`src/hw/asm_regs.vh`:
```
// register offsets, field positions, reset values and timing counts of the arc stage matrix
`ifndef ASM_REGS_VH
`define ASM_REGS_VH

// ---------------------------------------------------------------
// register map (byte addresses)
// ---------------------------------------------------------------
`define ASM_CTRL 8'h00
`define ASM_PH_START 8'h04
`define ASM_RES_START 8'h08
`define ASM_LOOP_SENS 8'h0C
`define ASM_EVT_EN 8'h10
`define ASM_STATUS 8'h14
`define ASM_INSTALLED 8'h18
`define ASM_REGION_MISC 3'h0
`define ASM_REGION_STAGE 3'h1
`define ASM_REGION_CUR 3'h2
`define ASM_REGION_LIGHT 3'h3
`define ASM_REGION_OUT 3'h4
`define ASM_REGION_VIEW 3'h5

// ---------------------------------------------------------------
// fields
// ---------------------------------------------------------------
`define ASM_CTRL_INSTALL 0
`define ASM_CTRL_CLEAR 1
`define ASM_CTRL_BUSY 8
`define ASM_STG_EN 0
`define ASM_STG_DLY_LSB 8
`define ASM_STG_HOLD_LSB 16
`define ASM_OUT_LATCH 8
`define ASM_EVT_OFF_LSB 16

// ---------------------------------------------------------------
// reset values and ranges (current levels in units of 0.01 x nominal)
// ---------------------------------------------------------------
`define ASM_PH_START_RST 10'h064
`define ASM_PH_MIN 10'h032
`define ASM_PH_MAX 10'h320
`define ASM_RES_START_RST 10'h064
`define ASM_RES_MIN 10'h00A
`define ASM_RES_MAX 10'h1F4
`define ASM_SENS_RST 10'h2E1
`define ASM_SENS_MIN 10'h064
`define ASM_SENS_MAX 10'h384
`define ASM_DLY_RST 8'h00
`define ASM_HOLD_RST 8'h02
`define ASM_HOLD_MIN 8'h02
`define ASM_EVT_EN_RST 32'h0FFF0FFF

// ---------------------------------------------------------------
// timing
// ---------------------------------------------------------------
`define ASM_CLK_NS 10
`define ASM_MS_NS 1000000
`define ASM_MS_CYC (`ASM_MS_NS / `ASM_CLK_NS)
`define ASM_HOLD_UNIT_MS 10
`define ASM_INSTALL_NS 100000
`define ASM_INSTALL_CYC (`ASM_INSTALL_NS / `ASM_CLK_NS)

`endif

```
`src/hw/asm_top.v`:
```
// arc stage matrix logic with AXI4-Lite register slave
`timescale 1ns/10ps
`include "asm_regs.vh"
module asm_top #(
   parameter AW = 12,
   parameter MS_CYC = `ASM_MS_CYC,
   parameter INSTALL_CYC = `ASM_INSTALL_CYC
) (
   clk,
   rst_n,
   s_axi_awaddr,
   s_axi_awvalid,
   s_axi_awready,
   s_axi_wdata,
   s_axi_wstrb,
   s_axi_wvalid,
   s_axi_wready,
   s_axi_bresp,
   s_axi_bvalid,
   s_axi_bready,
   s_axi_araddr,
   s_axi_arvalid,
   s_axi_arready,
   s_axi_rdata,
   s_axi_rresp,
   s_axi_rvalid,
   s_axi_rready,
   phase_mag,
   resid_mag,
   loop_level,
   goose_in,
   virtual_out,
   light_pin,
   sensor_present_pin,
   ack_pin,
   trip_outputs,
   alarm_relay_output,
   event_valid,
   event_id,
   event_on
);
   input wire clk;
   input wire rst_n;
   input wire [AW-1:0] s_axi_awaddr;
   input wire s_axi_awvalid;
   output wire s_axi_awready;
   input wire [31:0] s_axi_wdata;
   input wire [3:0] s_axi_wstrb;
   input wire s_axi_wvalid;
   output wire s_axi_wready;
   output wire [1:0] s_axi_bresp;
   output wire s_axi_bvalid;
   input wire s_axi_bready;
   input wire [AW-1:0] s_axi_araddr;
   input wire s_axi_arvalid;
   output wire s_axi_arready;
   output wire [31:0] s_axi_rdata;
   output wire [1:0] s_axi_rresp;
   output wire s_axi_rvalid;
   input wire s_axi_rready;
   input wire [9:0] phase_mag;
   input wire [9:0] resid_mag;
   input wire [9:0] loop_level;
   input wire goose_in;
   input wire [5:0] virtual_out;
   input wire [9:0] light_pin;
   input wire [9:0] sensor_present_pin;
   input wire ack_pin;
   output wire [3:0] trip_outputs;
   output wire alarm_relay_output;
   output wire event_valid;
   output wire [3:0] event_id;
   output wire event_on;

   // ---------------------------------------------------------------
   // reset release and pin synchronisers
   // ---------------------------------------------------------------
   reg [1:0] rst_sync_q;
   wire rst_l;
   wire [9:0] light_s;
   wire [9:0] present_s;
   wire ack_s;

   always @(posedge clk or negedge rst_n) begin
      if (!rst_n) begin
         rst_sync_q <= 2'b00;
      end else begin
         rst_sync_q <= {rst_sync_q[0], 1'b1};
      end
   end
   assign rst_l = rst_sync_q[1];

   asm_sync #(.W(21)) u_sync (
      .clk(clk),
      .rst_n(rst_l),
      .pin({ack_pin, sensor_present_pin, light_pin}),
      .sync({ack_s, present_s, light_s})
   );

   // ---------------------------------------------------------------
   // settings
   // ---------------------------------------------------------------
   reg [9:0] ph_start_q;
   reg [9:0] res_start_q;
   reg [9:0] sens_q;
   reg [31:0] evt_en_q;
   reg [23:0] stage_cfg_q [0:7];
   reg [16:0] cur_sel_q [0:7];
   reg [24:0] light_sel_q [0:7];
   reg [8:0] out_cfg_q [0:4];
   reg clear_q;
   reg install_req_q;

   // ---------------------------------------------------------------
   // timebase: 1 ms and 10 ms ticks
   // ---------------------------------------------------------------
   reg [31:0] ms_cnt_q;
   reg [3:0] cs_cnt_q;
   wire ms_tick;
   wire cs_tick;

   assign ms_tick = (ms_cnt_q == MS_CYC - 1);
   assign cs_tick = ms_tick && (cs_cnt_q == `ASM_HOLD_UNIT_MS - 1);
   always @(posedge clk or negedge rst_l) begin
      if (!rst_l) begin
         ms_cnt_q <= 32'h00000000;
         cs_cnt_q <= 4'h0;
      end else begin
         ms_cnt_q <= ms_tick ? 32'h00000000 : ms_cnt_q + 32'h00000001;
         if (cs_tick) begin
            cs_cnt_q <= 4'h0;
         end else if (ms_tick) begin
            cs_cnt_q <= cs_cnt_q + 4'h1;
         end
      end
   end

   // ---------------------------------------------------------------
   // sensor install and current flags
   // ---------------------------------------------------------------
   reg installing_q;
   reg [31:0] inst_cnt_q;
   reg [9:0] installed_q;
   reg ph_flag_q;
   reg res_flag_q;
   wire [9:0] light_ok;

   always @(posedge clk or negedge rst_l) begin
      if (!rst_l) begin
         installing_q <= 1'b0;
         inst_cnt_q <= 32'h00000000;
         installed_q <= 10'h000;
         ph_flag_q <= 1'b0;
         res_flag_q <= 1'b0;
      end else begin
         if (install_req_q && !installing_q) begin
            installing_q <= 1'b1;
            inst_cnt_q <= 32'h00000000;
         end else if (installing_q) begin
            if (inst_cnt_q == INSTALL_CYC - 1) begin
               installing_q <= 1'b0;
               installed_q <= present_s;
            end
            inst_cnt_q <= inst_cnt_q + 32'h00000001;
         end
         ph_flag_q <= (phase_mag > ph_start_q);
         res_flag_q <= (resid_mag > res_start_q);
      end
   end

   // sensor 1 is the fibre loop: its level is compared to the sensitivity
   assign light_ok = installed_q &
      {light_s[9:1], light_s[0] | (loop_level >= sens_q)};

   // ---------------------------------------------------------------
   // matrices and stages
   // ---------------------------------------------------------------
   wire [7:0] trip;
   wire [16:0] cur_src;
   wire [24:0] light_src;

   assign cur_src = {trip, virtual_out, goose_in, res_flag_q, ph_flag_q};
   assign light_src = {trip, virtual_out, goose_in, light_ok};

   genvar g;
   generate
      for (g = 0; g < 8; g = g + 1) begin : g_stage
         wire cur_none = (cur_sel_q[g] == 17'h00000);
         wire lit_none = (light_sel_q[g] == 25'h0000000);
         wire cur_hit = |(cur_sel_q[g] & cur_src);
         wire lit_hit = |(light_sel_q[g] & light_src);
         // no selection at all leaves the stage idle rather than always on
         wire act = ~(cur_none & lit_none) & (cur_hit | cur_none) &
            (lit_hit | lit_none);
         asm_stage u_stage (
            .clk(clk),
            .rst_n(rst_l),
            .enable(stage_cfg_q[g][`ASM_STG_EN]),
            .act(act),
            .ms_tick(ms_tick),
            .cs_tick(cs_tick),
            .delay(stage_cfg_q[g][`ASM_STG_DLY_LSB+7:`ASM_STG_DLY_LSB]),
            .hold(stage_cfg_q[g][`ASM_STG_HOLD_LSB+7:`ASM_STG_HOLD_LSB]),
            .trip(trip[g])
         );
      end
   endgenerate

   // ---------------------------------------------------------------
   // output matrix with latches
   // ---------------------------------------------------------------
   reg [4:0] out_q;
   reg [4:0] latched_q;
   reg [4:0] drive;
   integer o;
   integer ol;
   integer ov;

   always @* begin
      for (o = 0; o < 5; o = o + 1) begin
         drive[o] = |(out_cfg_q[o][7:0] & trip);
      end
   end

   always @(posedge clk or negedge rst_l) begin
      if (!rst_l) begin
         latched_q <= 5'h00;
         out_q <= 5'h00;
      end else begin
         for (ol = 0; ol < 5; ol = ol + 1) begin
            if (drive[ol] && out_cfg_q[ol][`ASM_OUT_LATCH]) begin
               latched_q[ol] <= 1'b1;
            end else if (clear_q || ack_s) begin
               latched_q[ol] <= 1'b0;
            end
         end
         out_q <= drive | latched_q;
      end
   end
   assign trip_outputs = out_q[3:0];
   assign alarm_relay_output = out_q[4];

   // ---------------------------------------------------------------
   // events: ph, res, sensor 1-2, stage 1-8 as ids 0..11
   // ---------------------------------------------------------------
   reg [11:0] ev_prev_q;
   reg [11:0] pend_on_q;
   reg [11:0] pend_off_q;
   reg ev_valid_q;
   reg [3:0] ev_id_q;
   reg ev_on_q;
   reg [11:0] take_on;
   reg [11:0] take_off;
   reg pick;
   integer e;
   integer ec;
   integer er;
   wire [11:0] ev_sig;

   assign ev_sig = {trip, light_ok[1:0], res_flag_q, ph_flag_q};

   // lowest id first, activation ahead of deactivation
   always @* begin
      take_on = 12'h000;
      take_off = 12'h000;
      pick = 1'b0;
      for (e = 0; e < 12; e = e + 1) begin
         if (!pick && pend_on_q[e]) begin
            take_on[e] = 1'b1;
            pick = 1'b1;
         end else if (!pick && pend_off_q[e]) begin
            take_off[e] = 1'b1;
            pick = 1'b1;
         end
      end
   end

   always @(posedge clk or negedge rst_l) begin
      if (!rst_l) begin
         ev_prev_q <= 12'h000;
         pend_on_q <= 12'h000;
         pend_off_q <= 12'h000;
         ev_valid_q <= 1'b0;
         ev_id_q <= 4'h0;
         ev_on_q <= 1'b0;
      end else begin
         ev_prev_q <= ev_sig;
         // a new edge wins over the emission that clears the same bit
         pend_on_q <= (pend_on_q & ~take_on) |
            (ev_sig & ~ev_prev_q & evt_en_q[11:0]);
         pend_off_q <= (pend_off_q & ~take_off) |
            (~ev_sig & ev_prev_q & evt_en_q[`ASM_EVT_OFF_LSB+11:`ASM_EVT_OFF_LSB]);
         ev_valid_q <= pick;
         ev_on_q <= |take_on;
         for (ec = 0; ec < 12; ec = ec + 1) begin
            if (take_on[ec] || take_off[ec]) begin
               ev_id_q <= ec[3:0];
            end
         end
      end
   end
   assign event_valid = ev_valid_q;
   assign event_id = ev_id_q;
   assign event_on = ev_on_q;

   // ---------------------------------------------------------------
   // AXI4-Lite slave
   // ---------------------------------------------------------------
   reg aw_q;
   reg w_q;
   reg [AW-1:0] awaddr_q;
   reg [31:0] wdata_q;
   reg [3:0] wstrb_q;
   reg bvalid_q;
   reg [1:0] bresp_q;
   reg rvalid_q;
   reg [1:0] rresp_q;
   reg [31:0] rdata_q;
   reg [31:0] rd;
   reg rd_ok;
   wire wr_fire;
   wire [2:0] w_reg;
   wire [2:0] w_idx;
   wire w_ok;
   wire [31:0] m;

   function [9:0] clamp;
      input [31:0] v;
      input [9:0] lo;
      input [9:0] hi;
      begin
         clamp = (v[31:10] != 22'h000000 || v[9:0] > hi) ? hi :
            ((v[9:0] < lo) ? lo : v[9:0]);
      end
   endfunction

   assign s_axi_awready = !aw_q && !bvalid_q;
   assign s_axi_wready = !w_q && !bvalid_q;
   assign s_axi_bvalid = bvalid_q;
   assign s_axi_bresp = bresp_q;
   assign s_axi_arready = !rvalid_q;
   assign s_axi_rvalid = rvalid_q;
   assign s_axi_rresp = rresp_q;
   assign s_axi_rdata = rdata_q;
   assign wr_fire = aw_q && w_q && !bvalid_q;
   assign w_reg = awaddr_q[7:5];
   assign w_idx = awaddr_q[4:2];
   assign w_ok = (awaddr_q[AW-1:8] == 0) && ((w_reg == `ASM_REGION_MISC && w_idx < 3'h5) ||
      (w_reg > `ASM_REGION_MISC && w_reg < `ASM_REGION_OUT) ||
      (w_reg == `ASM_REGION_OUT && w_idx < 3'h5));
   assign m = {{8{wstrb_q[3]}}, {8{wstrb_q[2]}}, {8{wstrb_q[1]}}, {8{wstrb_q[0]}}};

   always @* begin
      rd = 32'h00000000;
      rd_ok = (s_axi_araddr[AW-1:8] == 0);
      case ({s_axi_araddr[7:5], 2'b00})
         5'h00: begin
            case (s_axi_araddr[4:2])
               3'h0: rd[`ASM_CTRL_BUSY] = installing_q;
               3'h1: rd[9:0] = ph_start_q;
               3'h2: rd[9:0] = res_start_q;
               3'h3: rd[9:0] = sens_q;
               3'h4: rd = evt_en_q;
               3'h5: rd[14:0] = {res_flag_q, ph_flag_q, out_q, trip};
               3'h6: rd[9:0] = installed_q;
               default: rd_ok = 1'b0;
            endcase
         end
         5'h04: rd[23:0] = stage_cfg_q[s_axi_araddr[4:2]];
         5'h08: rd[16:0] = cur_sel_q[s_axi_araddr[4:2]];
         5'h0C: rd[24:0] = light_sel_q[s_axi_araddr[4:2]];
         5'h10: begin
            if (s_axi_araddr[4:2] < 3'h5) begin
               rd[8:0] = out_cfg_q[s_axi_araddr[4:2]];
            end else begin
               rd_ok = 1'b0;
            end
         end
         5'h14: begin
            for (ov = 0; ov < 5; ov = ov + 1) begin
               rd[ov] = out_cfg_q[ov][s_axi_araddr[4:2]];
            end
         end
         default: rd_ok = 1'b0;
      endcase
   end

   always @(posedge clk or negedge rst_l) begin
      if (!rst_l) begin
         aw_q <= 1'b0;
         w_q <= 1'b0;
         awaddr_q <= {AW{1'b0}};
         wdata_q <= 32'h00000000;
         wstrb_q <= 4'h0;
         bvalid_q <= 1'b0;
         bresp_q <= 2'b00;
         rvalid_q <= 1'b0;
         rresp_q <= 2'b00;
         rdata_q <= 32'h00000000;
         ph_start_q <= `ASM_PH_START_RST;
         res_start_q <= `ASM_RES_START_RST;
         sens_q <= `ASM_SENS_RST;
         evt_en_q <= `ASM_EVT_EN_RST;
         clear_q <= 1'b0;
         install_req_q <= 1'b0;
         for (er = 0; er < 8; er = er + 1) begin
            stage_cfg_q[er] <= {`ASM_HOLD_RST, `ASM_DLY_RST, 8'h00};
            cur_sel_q[er] <= 17'h00000;
            light_sel_q[er] <= 25'h0000000;
         end
         for (er = 0; er < 5; er = er + 1) begin
            out_cfg_q[er] <= 9'h000;
         end
      end else begin
         clear_q <= 1'b0;
         install_req_q <= 1'b0;
         if (s_axi_awvalid && s_axi_awready) begin
            aw_q <= 1'b1;
            awaddr_q <= s_axi_awaddr;
         end
         if (s_axi_wvalid && s_axi_wready) begin
            w_q <= 1'b1;
            wdata_q <= s_axi_wdata;
            wstrb_q <= s_axi_wstrb;
         end
         if (bvalid_q && s_axi_bready) begin
            bvalid_q <= 1'b0;
         end
         if (wr_fire) begin
            aw_q <= 1'b0;
            w_q <= 1'b0;
            bvalid_q <= 1'b1;
            bresp_q <= w_ok ? 2'b00 : 2'b10;
            if (w_ok) begin
               case (w_reg)
                  `ASM_REGION_MISC: begin
                     case (w_idx)
                        3'h0: begin
                           install_req_q <= wdata_q[`ASM_CTRL_INSTALL] & wstrb_q[0];
                           clear_q <= wdata_q[`ASM_CTRL_CLEAR] & wstrb_q[0];
                        end
                        3'h1: ph_start_q <= clamp((wdata_q & m) | ({22'h0, ph_start_q} & ~m),
                           `ASM_PH_MIN, `ASM_PH_MAX);
                        3'h2: res_start_q <= clamp((wdata_q & m) | ({22'h0, res_start_q} & ~m),
                           `ASM_RES_MIN, `ASM_RES_MAX);
                        3'h3: sens_q <= clamp((wdata_q & m) | ({22'h0, sens_q} & ~m),
                           `ASM_SENS_MIN, `ASM_SENS_MAX);
                        default: evt_en_q <= ((wdata_q & m) | (evt_en_q & ~m)) &
                           `ASM_EVT_EN_RST;
                     endcase
                  end
                  `ASM_REGION_STAGE: begin
                     stage_cfg_q[w_idx] <= ((wdata_q[23:0] & m[23:0]) |
                        (stage_cfg_q[w_idx] & ~m[23:0])) & 24'hFFFF01;
                     // a hold below the minimum is raised to it
                     if (m[`ASM_STG_HOLD_LSB] &&
                        wdata_q[`ASM_STG_HOLD_LSB+7:`ASM_STG_HOLD_LSB] < `ASM_HOLD_MIN) begin
                        stage_cfg_q[w_idx][`ASM_STG_HOLD_LSB+7:`ASM_STG_HOLD_LSB] <=
                           `ASM_HOLD_MIN;
                     end
                  end
                  `ASM_REGION_CUR: cur_sel_q[w_idx] <= (wdata_q[16:0] & m[16:0]) |
                     (cur_sel_q[w_idx] & ~m[16:0]);
                  `ASM_REGION_LIGHT: light_sel_q[w_idx] <= (wdata_q[24:0] & m[24:0]) |
                     (light_sel_q[w_idx] & ~m[24:0]);
                  default: out_cfg_q[w_idx] <= (wdata_q[8:0] & m[8:0]) |
                     (out_cfg_q[w_idx] & ~m[8:0]);
               endcase
            end
         end
         if (rvalid_q && s_axi_rready) begin
            rvalid_q <= 1'b0;
         end else if (s_axi_arvalid && !rvalid_q) begin
            rvalid_q <= 1'b1;
            rdata_q <= rd_ok ? rd : 32'h00000000;
            rresp_q <= rd_ok ? 2'b00 : 2'b10;
         end
      end
   end
endmodule // asm_top

```
`src/hw/asm_sync.v`:
```
// three-stage pin synchroniser with agreement filter
`timescale 1ns/10ps
module asm_sync #(
   parameter W = 1
) (
   clk,
   rst_n,
   pin,
   sync
);
   input wire clk;
   input wire rst_n;
   input wire [W-1:0] pin;
   output wire [W-1:0] sync;

   reg [W-1:0] s1_q;
   reg [W-1:0] s2_q;
   reg [W-1:0] s3_q;
   reg [W-1:0] out_q;
   integer i;

   // s1 feeds s2 only; a bit moves once s2 and s3 agree
   always @(posedge clk or negedge rst_n) begin
      if (!rst_n) begin
         s1_q <= {W{1'b0}};
         s2_q <= {W{1'b0}};
         s3_q <= {W{1'b0}};
         out_q <= {W{1'b0}};
      end else begin
         s1_q <= pin;
         s2_q <= s1_q;
         s3_q <= s2_q;
         for (i = 0; i < W; i = i + 1) begin
            if (s2_q[i] == s3_q[i]) begin
               out_q[i] <= s3_q[i];
            end
         end
      end
   end

   assign sync = out_q;
endmodule // asm_sync

```
`src/hw/asm_stage.v`:
```
// one arc stage: enable, trip delay in ms and minimum trip pulse in 10 ms units
`timescale 1ns/10ps
module asm_stage (
   clk,
   rst_n,
   enable,
   act,
   ms_tick,
   cs_tick,
   delay,
   hold,
   trip
);
   input wire clk;
   input wire rst_n;
   input wire enable;
   input wire act;
   input wire ms_tick;
   input wire cs_tick;
   input wire [7:0] delay;
   input wire [7:0] hold;
   output wire trip;

   reg [7:0] dcnt_q;
   reg [8:0] hcnt_q;
   reg trip_q;
   wire live;
   wire fire;

   assign live = enable & act;
   assign fire = live & (dcnt_q >= delay);

   always @(posedge clk or negedge rst_n) begin
      if (!rst_n) begin
         dcnt_q <= 8'h00;
         hcnt_q <= 9'h000;
         trip_q <= 1'b0;
      end else begin
         if (!live) begin
            dcnt_q <= 8'h00;
         end else if (ms_tick && dcnt_q < delay) begin
            dcnt_q <= dcnt_q + 8'h01;
         end
         // one extra unit so a partial first tick never shortens the pulse
         if (fire) begin
            hcnt_q <= {1'b0, hold} + 9'h001;
         end else if (cs_tick && hcnt_q != 9'h000) begin
            hcnt_q <= hcnt_q - 9'h001;
         end
         trip_q <= enable & (fire | (hcnt_q != 9'h000));
      end
   end

   assign trip = trip_q;
endmodule // asm_stage

```
`config.mk`:
```
export PLATFORM = sky130hd
export DESIGN_NAME = asm_top
export DESIGN_NICKNAME = d
export VERILOG_FILES = /design/src/hw/asm_top.v /design/src/hw/asm_sync.v /design/src/hw/asm_stage.v
export VERILOG_INCLUDE_DIRS = /design/src /design/src/hw
export SDC_FILE = /design/constraint.sdc
export NUM_CORES = 2
export LEC_CHECK = 0
export BUFFER_PORTS_ARGS = -buffer_cell sky130_fd_sc_hd__buf_4
export CORE_ASPECT_RATIO = 1.1
export CORE_MARGIN = 10
export CORE_UTILIZATION = 40
export CTS_CLUSTER_SIZE = 12
export DETAILED_ROUTE_END_ITERATION = 12
export GPL_TIMING_DRIVEN = 1
export PLACE_DENSITY = 0.55
export SYNTH_ARGS = -nofsm -noshare
export SYNTH_HDL_FRONTEND = slang
export SYNTH_SLANG_ARGS = --single-unit
```
`constraint.sdc`:
```
create_clock -name clk -period 41.6 [get_ports clk]
set_input_delay 10.4 -clock clk [delete_from_list [all_inputs] [get_ports clk]]
set_output_delay 10.4 -clock clk [all_outputs]
set_load 0.1 [all_outputs]
```
==> impl_metrics.json <==
{
  "cts-resized-gates": 0,
  "drv_slew": 0,
  "die_w_um": 374,
  "layout_common_cells": "dfrtp_1 (965), nand2_1 (478), mux2_2 (443)",
  "clock-root-buffer": "clkbuf_16",
  "timing.final.ws_setup_ps": 28160,
  "yosysSeqAreaShare_pct": 46.3,
  "crit_fanout": 16,
  "async_flop_share_pct": 100,
  "start_util_pct": 40.3,
  "internal_power_mw": 1.85,
  "stdcell_area_um2": 61900,
  "p_switching_mw": 1.15,
  "route.detailed.drc": 0,
  "finalHoldViolCount": 0,
  "clock-sinks": 1016,
  "drv_cap": 0,
  "regArea_um2": 25500,
  "fmax_mhz": 74.4,
  "ys_warn_count": 0,
  "netlist_top_cells_area": "dfrtp_1 (44%), mux2_2 (9.1%), mux4_2 (6.0%)",
  "num_rows": 142,
  "worstRegToRegCells": 7,
  "status": "complete, no violations",
  "sw_frac_of_total_pct": 38.4,
  "drive_gt1_share_pct": 21.6,
  "skew_ps": 44.8,
  "fill_cells": 12900,
  "post_synth.cell_area_avg_um2": 10.8,
  "syn_to_final_growth_pct": 12.5,
  "place_ws_ps": 27570,
  "vias_per_cell": 6.38,
  "startpoint": "virtual_out[1]",
  "synth_top_area_cell": "dfrtp_1",
  "dr.first_iter.drc_count": 5024,
  "synth_edf_count": 0,
  "grt_pass1_wl_um": 318000,
  "required_ps": 42210,
  "port_buffers": 166,
  "ioPinCount": 177,
  "overflow": 0,
  "clock_path_buffers": 3,
  "hold_buffers": 0,
  "antenna_left": 0,
  "setup.worst_path.end": "g_stage[3].u_stage.hcnt_q[1]$_DFFE_PN0P_",
  "relSlewSlack_pct": 15.2,
  "fin_crit_ps": 13440,
  "final_common_cell": "dfrtp_1",
  "finalPower_mw": 3.00,
  "grt_pass1_vias": 44200,
  "clock_latency_ps": 770,
  "power_frac_comb_pct": 26.2,
  "ir_drop_mv": 0.0377,
  "synth_cell_types": 84,
  "die_y_um": 409,
  "worstMarginPinSlew_ps": 1270,
  "routedWlPerCell_um": 30.9,
  "p_clk_share_pct": 33.7,
  "tns_ps": 0,
  "p_per_area_nw_per_um2": 48.5,
  "vias": 45200,
  "netlist_instances": 5113,
  "cts_tree": "done",
  "post_cts_buffers": 0,
  "cp_data_arrival_time_ps": 14050,
  "htree_num_levels": 3,
  "core_um2": 136000,
  "critical_path_class": "input port to flip-flop",
  "timing.final.setup_violations": 0,
  "synth-seq-cells": 1016,
  "multiInputGateArea_um2": 27900,
  "numCtsBuffers": 113,
  "clkTransAtPathRegs_ps": 60,
  "seqPwrFrac_pct": 40.1,
  "hp-class": "flip-flop to flip-flop",
  "place_congestion": 1.01,
  "r2r_slack_ps": 37200,
  "startpoint_type": "input port",
  "p_leak_nw": 26.0,
  "antenna_found_initial": 8,
  "post-route-period-util_pct": 32.3,
  "synth-main-ff-cell": "dfrtp_1",
  "synth.top_cell.area_share_pct": 44.3,
  "grt_max_degree": 149,
  "drt-total-wl_um": 219000,
  "grtUsageTotal_pct": 27.9,
  "syn_area_um2": 55000,
  "die_area_um2": 153000,
  "placed_cell_area_um2": 58100,
  "timing.rr.start": "g_stage[6].u_stage.trip$_DFF_PN0_",
  "reg2reg_to": "g_stage[6].u_stage.hcnt_q[1]$_DFFE_PN0P_",
  "rsz0062_at_grt": "no",
  "cp-end-kind": "flip-flop",
  "final_nets": 5441,
  "dr.pass1.iters": 7,
  "hpwl_um": 155000
}
metrics by stage:
stage | hold WS [ps] | utilization, % | cells
after global placement | 334 | 42.6 | 6879
after global routing | 355 | 45.3 | 7085
after CTS | 348 | 45.3 | 7084
final | 346 | 45.3 | 7087
after floorplan | 331 | - | 5118
after detailed placement | 335 | 42.6 | 6879
cells in the mapped netlist (all sizes together), types with 19 or more instances:
cell and number:
ha 122, nand2 478, nor4 114, dfrtp 973, nor2b 37, xor2 85
and3 29, o211ai 47, mux2 444, o21ai 372, or3 27, maj3 21
xnor2 95, dfstp 43, a211oi 25, nand4 107, or4 19, mux4 147
nor3 68, o22ai 48, buf 82, nand3 140, inv 147, mux2i 173
and2 19, clkbuf 208, a21o 21, a221oi 56, or2 22, a21oi 173
a22oi 222, nor2 289, a22o 42, a31oi 23
layer usage:
metal  part of all wire, %  GRT usage (%)  wire length, um
met5                 0.032              0               71
met1                    41           36.6            88800
met4                   6.2           14.8            13500
met2                    43           41.8            94700
met3                   9.9           7.41            21700
power groups by stage:
stage | Combinational, mW | Clock [mW] | Sequential [mW]
detailed placement | 0.753 | 0 | 1.21
CTS | 0.755 | 1.03 | 1.20
global placement | 0.747 | 0 | 1.21
floorplan | 0.424 | 0 | 1.16
finish | 0.786 | 1.01 | 1.20
global route | 0.810 | 1.07 | 1.21
kinds of logic (layout without fill, tap and decap cells):
kind of cell / Yosys count / count (layout) / synth area share [%]
AO/OA/AOI/OAI: 1151 / 1151 / 13.7
XOR/XNOR: 180 / 180 / 2.87
adder cells (fa/ha/maj): 143 / 143 / 3.16
buffers and inverters: 440 / 606 / 3.12
flip-flops: 1016 / 1016 / 46.3
multiplexers: 764 / 764 / 18.3
other: 2 / 10 / 0.0137
AND/OR/NAND/NOR: 1417 / 1417 / 12.6
worst min path at each step:
stage	start	to	slack [ps]	cells after the start
finish	u_sync.s1_q[3]$_DFF_PN0_	u_sync.s2_q[3]$_DFF_PN0_	350	0
CTS	u_sync.s1_q[3]$_DFF_PN0_	u_sync.s2_q[3]$_DFF_PN0_	350	0
floorplan	rst_sync_q[0]$_DFF_PN0_	rst_sync_q[1]$_DFF_PN0_	330	0
global route	u_sync.s1_q[15]$_DFF_PN0_	u_sync.s2_q[15]$_DFF_PN0_	360	0
detailed placement	u_sync.s1_q[3]$_DFF_PN0_	u_sync.s2_q[3]$_DFF_PN0_	330	0
global placement	u_sync.s1_q[1]$_DFF_PN0_	u_sync.s2_q[1]$_DFF_PN0_	330	0
flip-flops by register name (all words and copies together) (netlist names), 21 cells and up, named ones only:
register and cells:
out_cfg_q 45, light_sel_q 200, g_stage.u_stage.hcnt_q 72, u_sync.s1_q 21, u_sync.sync 21, s_axi_rdata 28, stage_cfg_q 103, ms_cnt_q 32
g_stage.u_stage.dcnt_q 64, cur_sel_q 136, wdata_q 32, u_sync.s2_q 21, u_sync.s3_q 21, inst_cnt_q 32
area by class of cell:
type / instances / area share, %
antenna: 3 / 0.0121
sequential: 1016 / 41.2
tap: 1800 / 3.64
clock buffer: 163 / 5.35
timing repair buffer: 251 / 3.15
clock inverter: 42 / 0.647
multi-input combinational: 3662 / 45.1
inverter: 150 / 0.910
worst max-delay path, cell delays in order:
cell,delay (ps)
buf_4,210
a22o_1,240
a221oi_1,510
nand4_1,310
or4_1,710
o211ai_2,850
nor2_2,410
mux2_2,380
(Power assumes the default switching activity.)
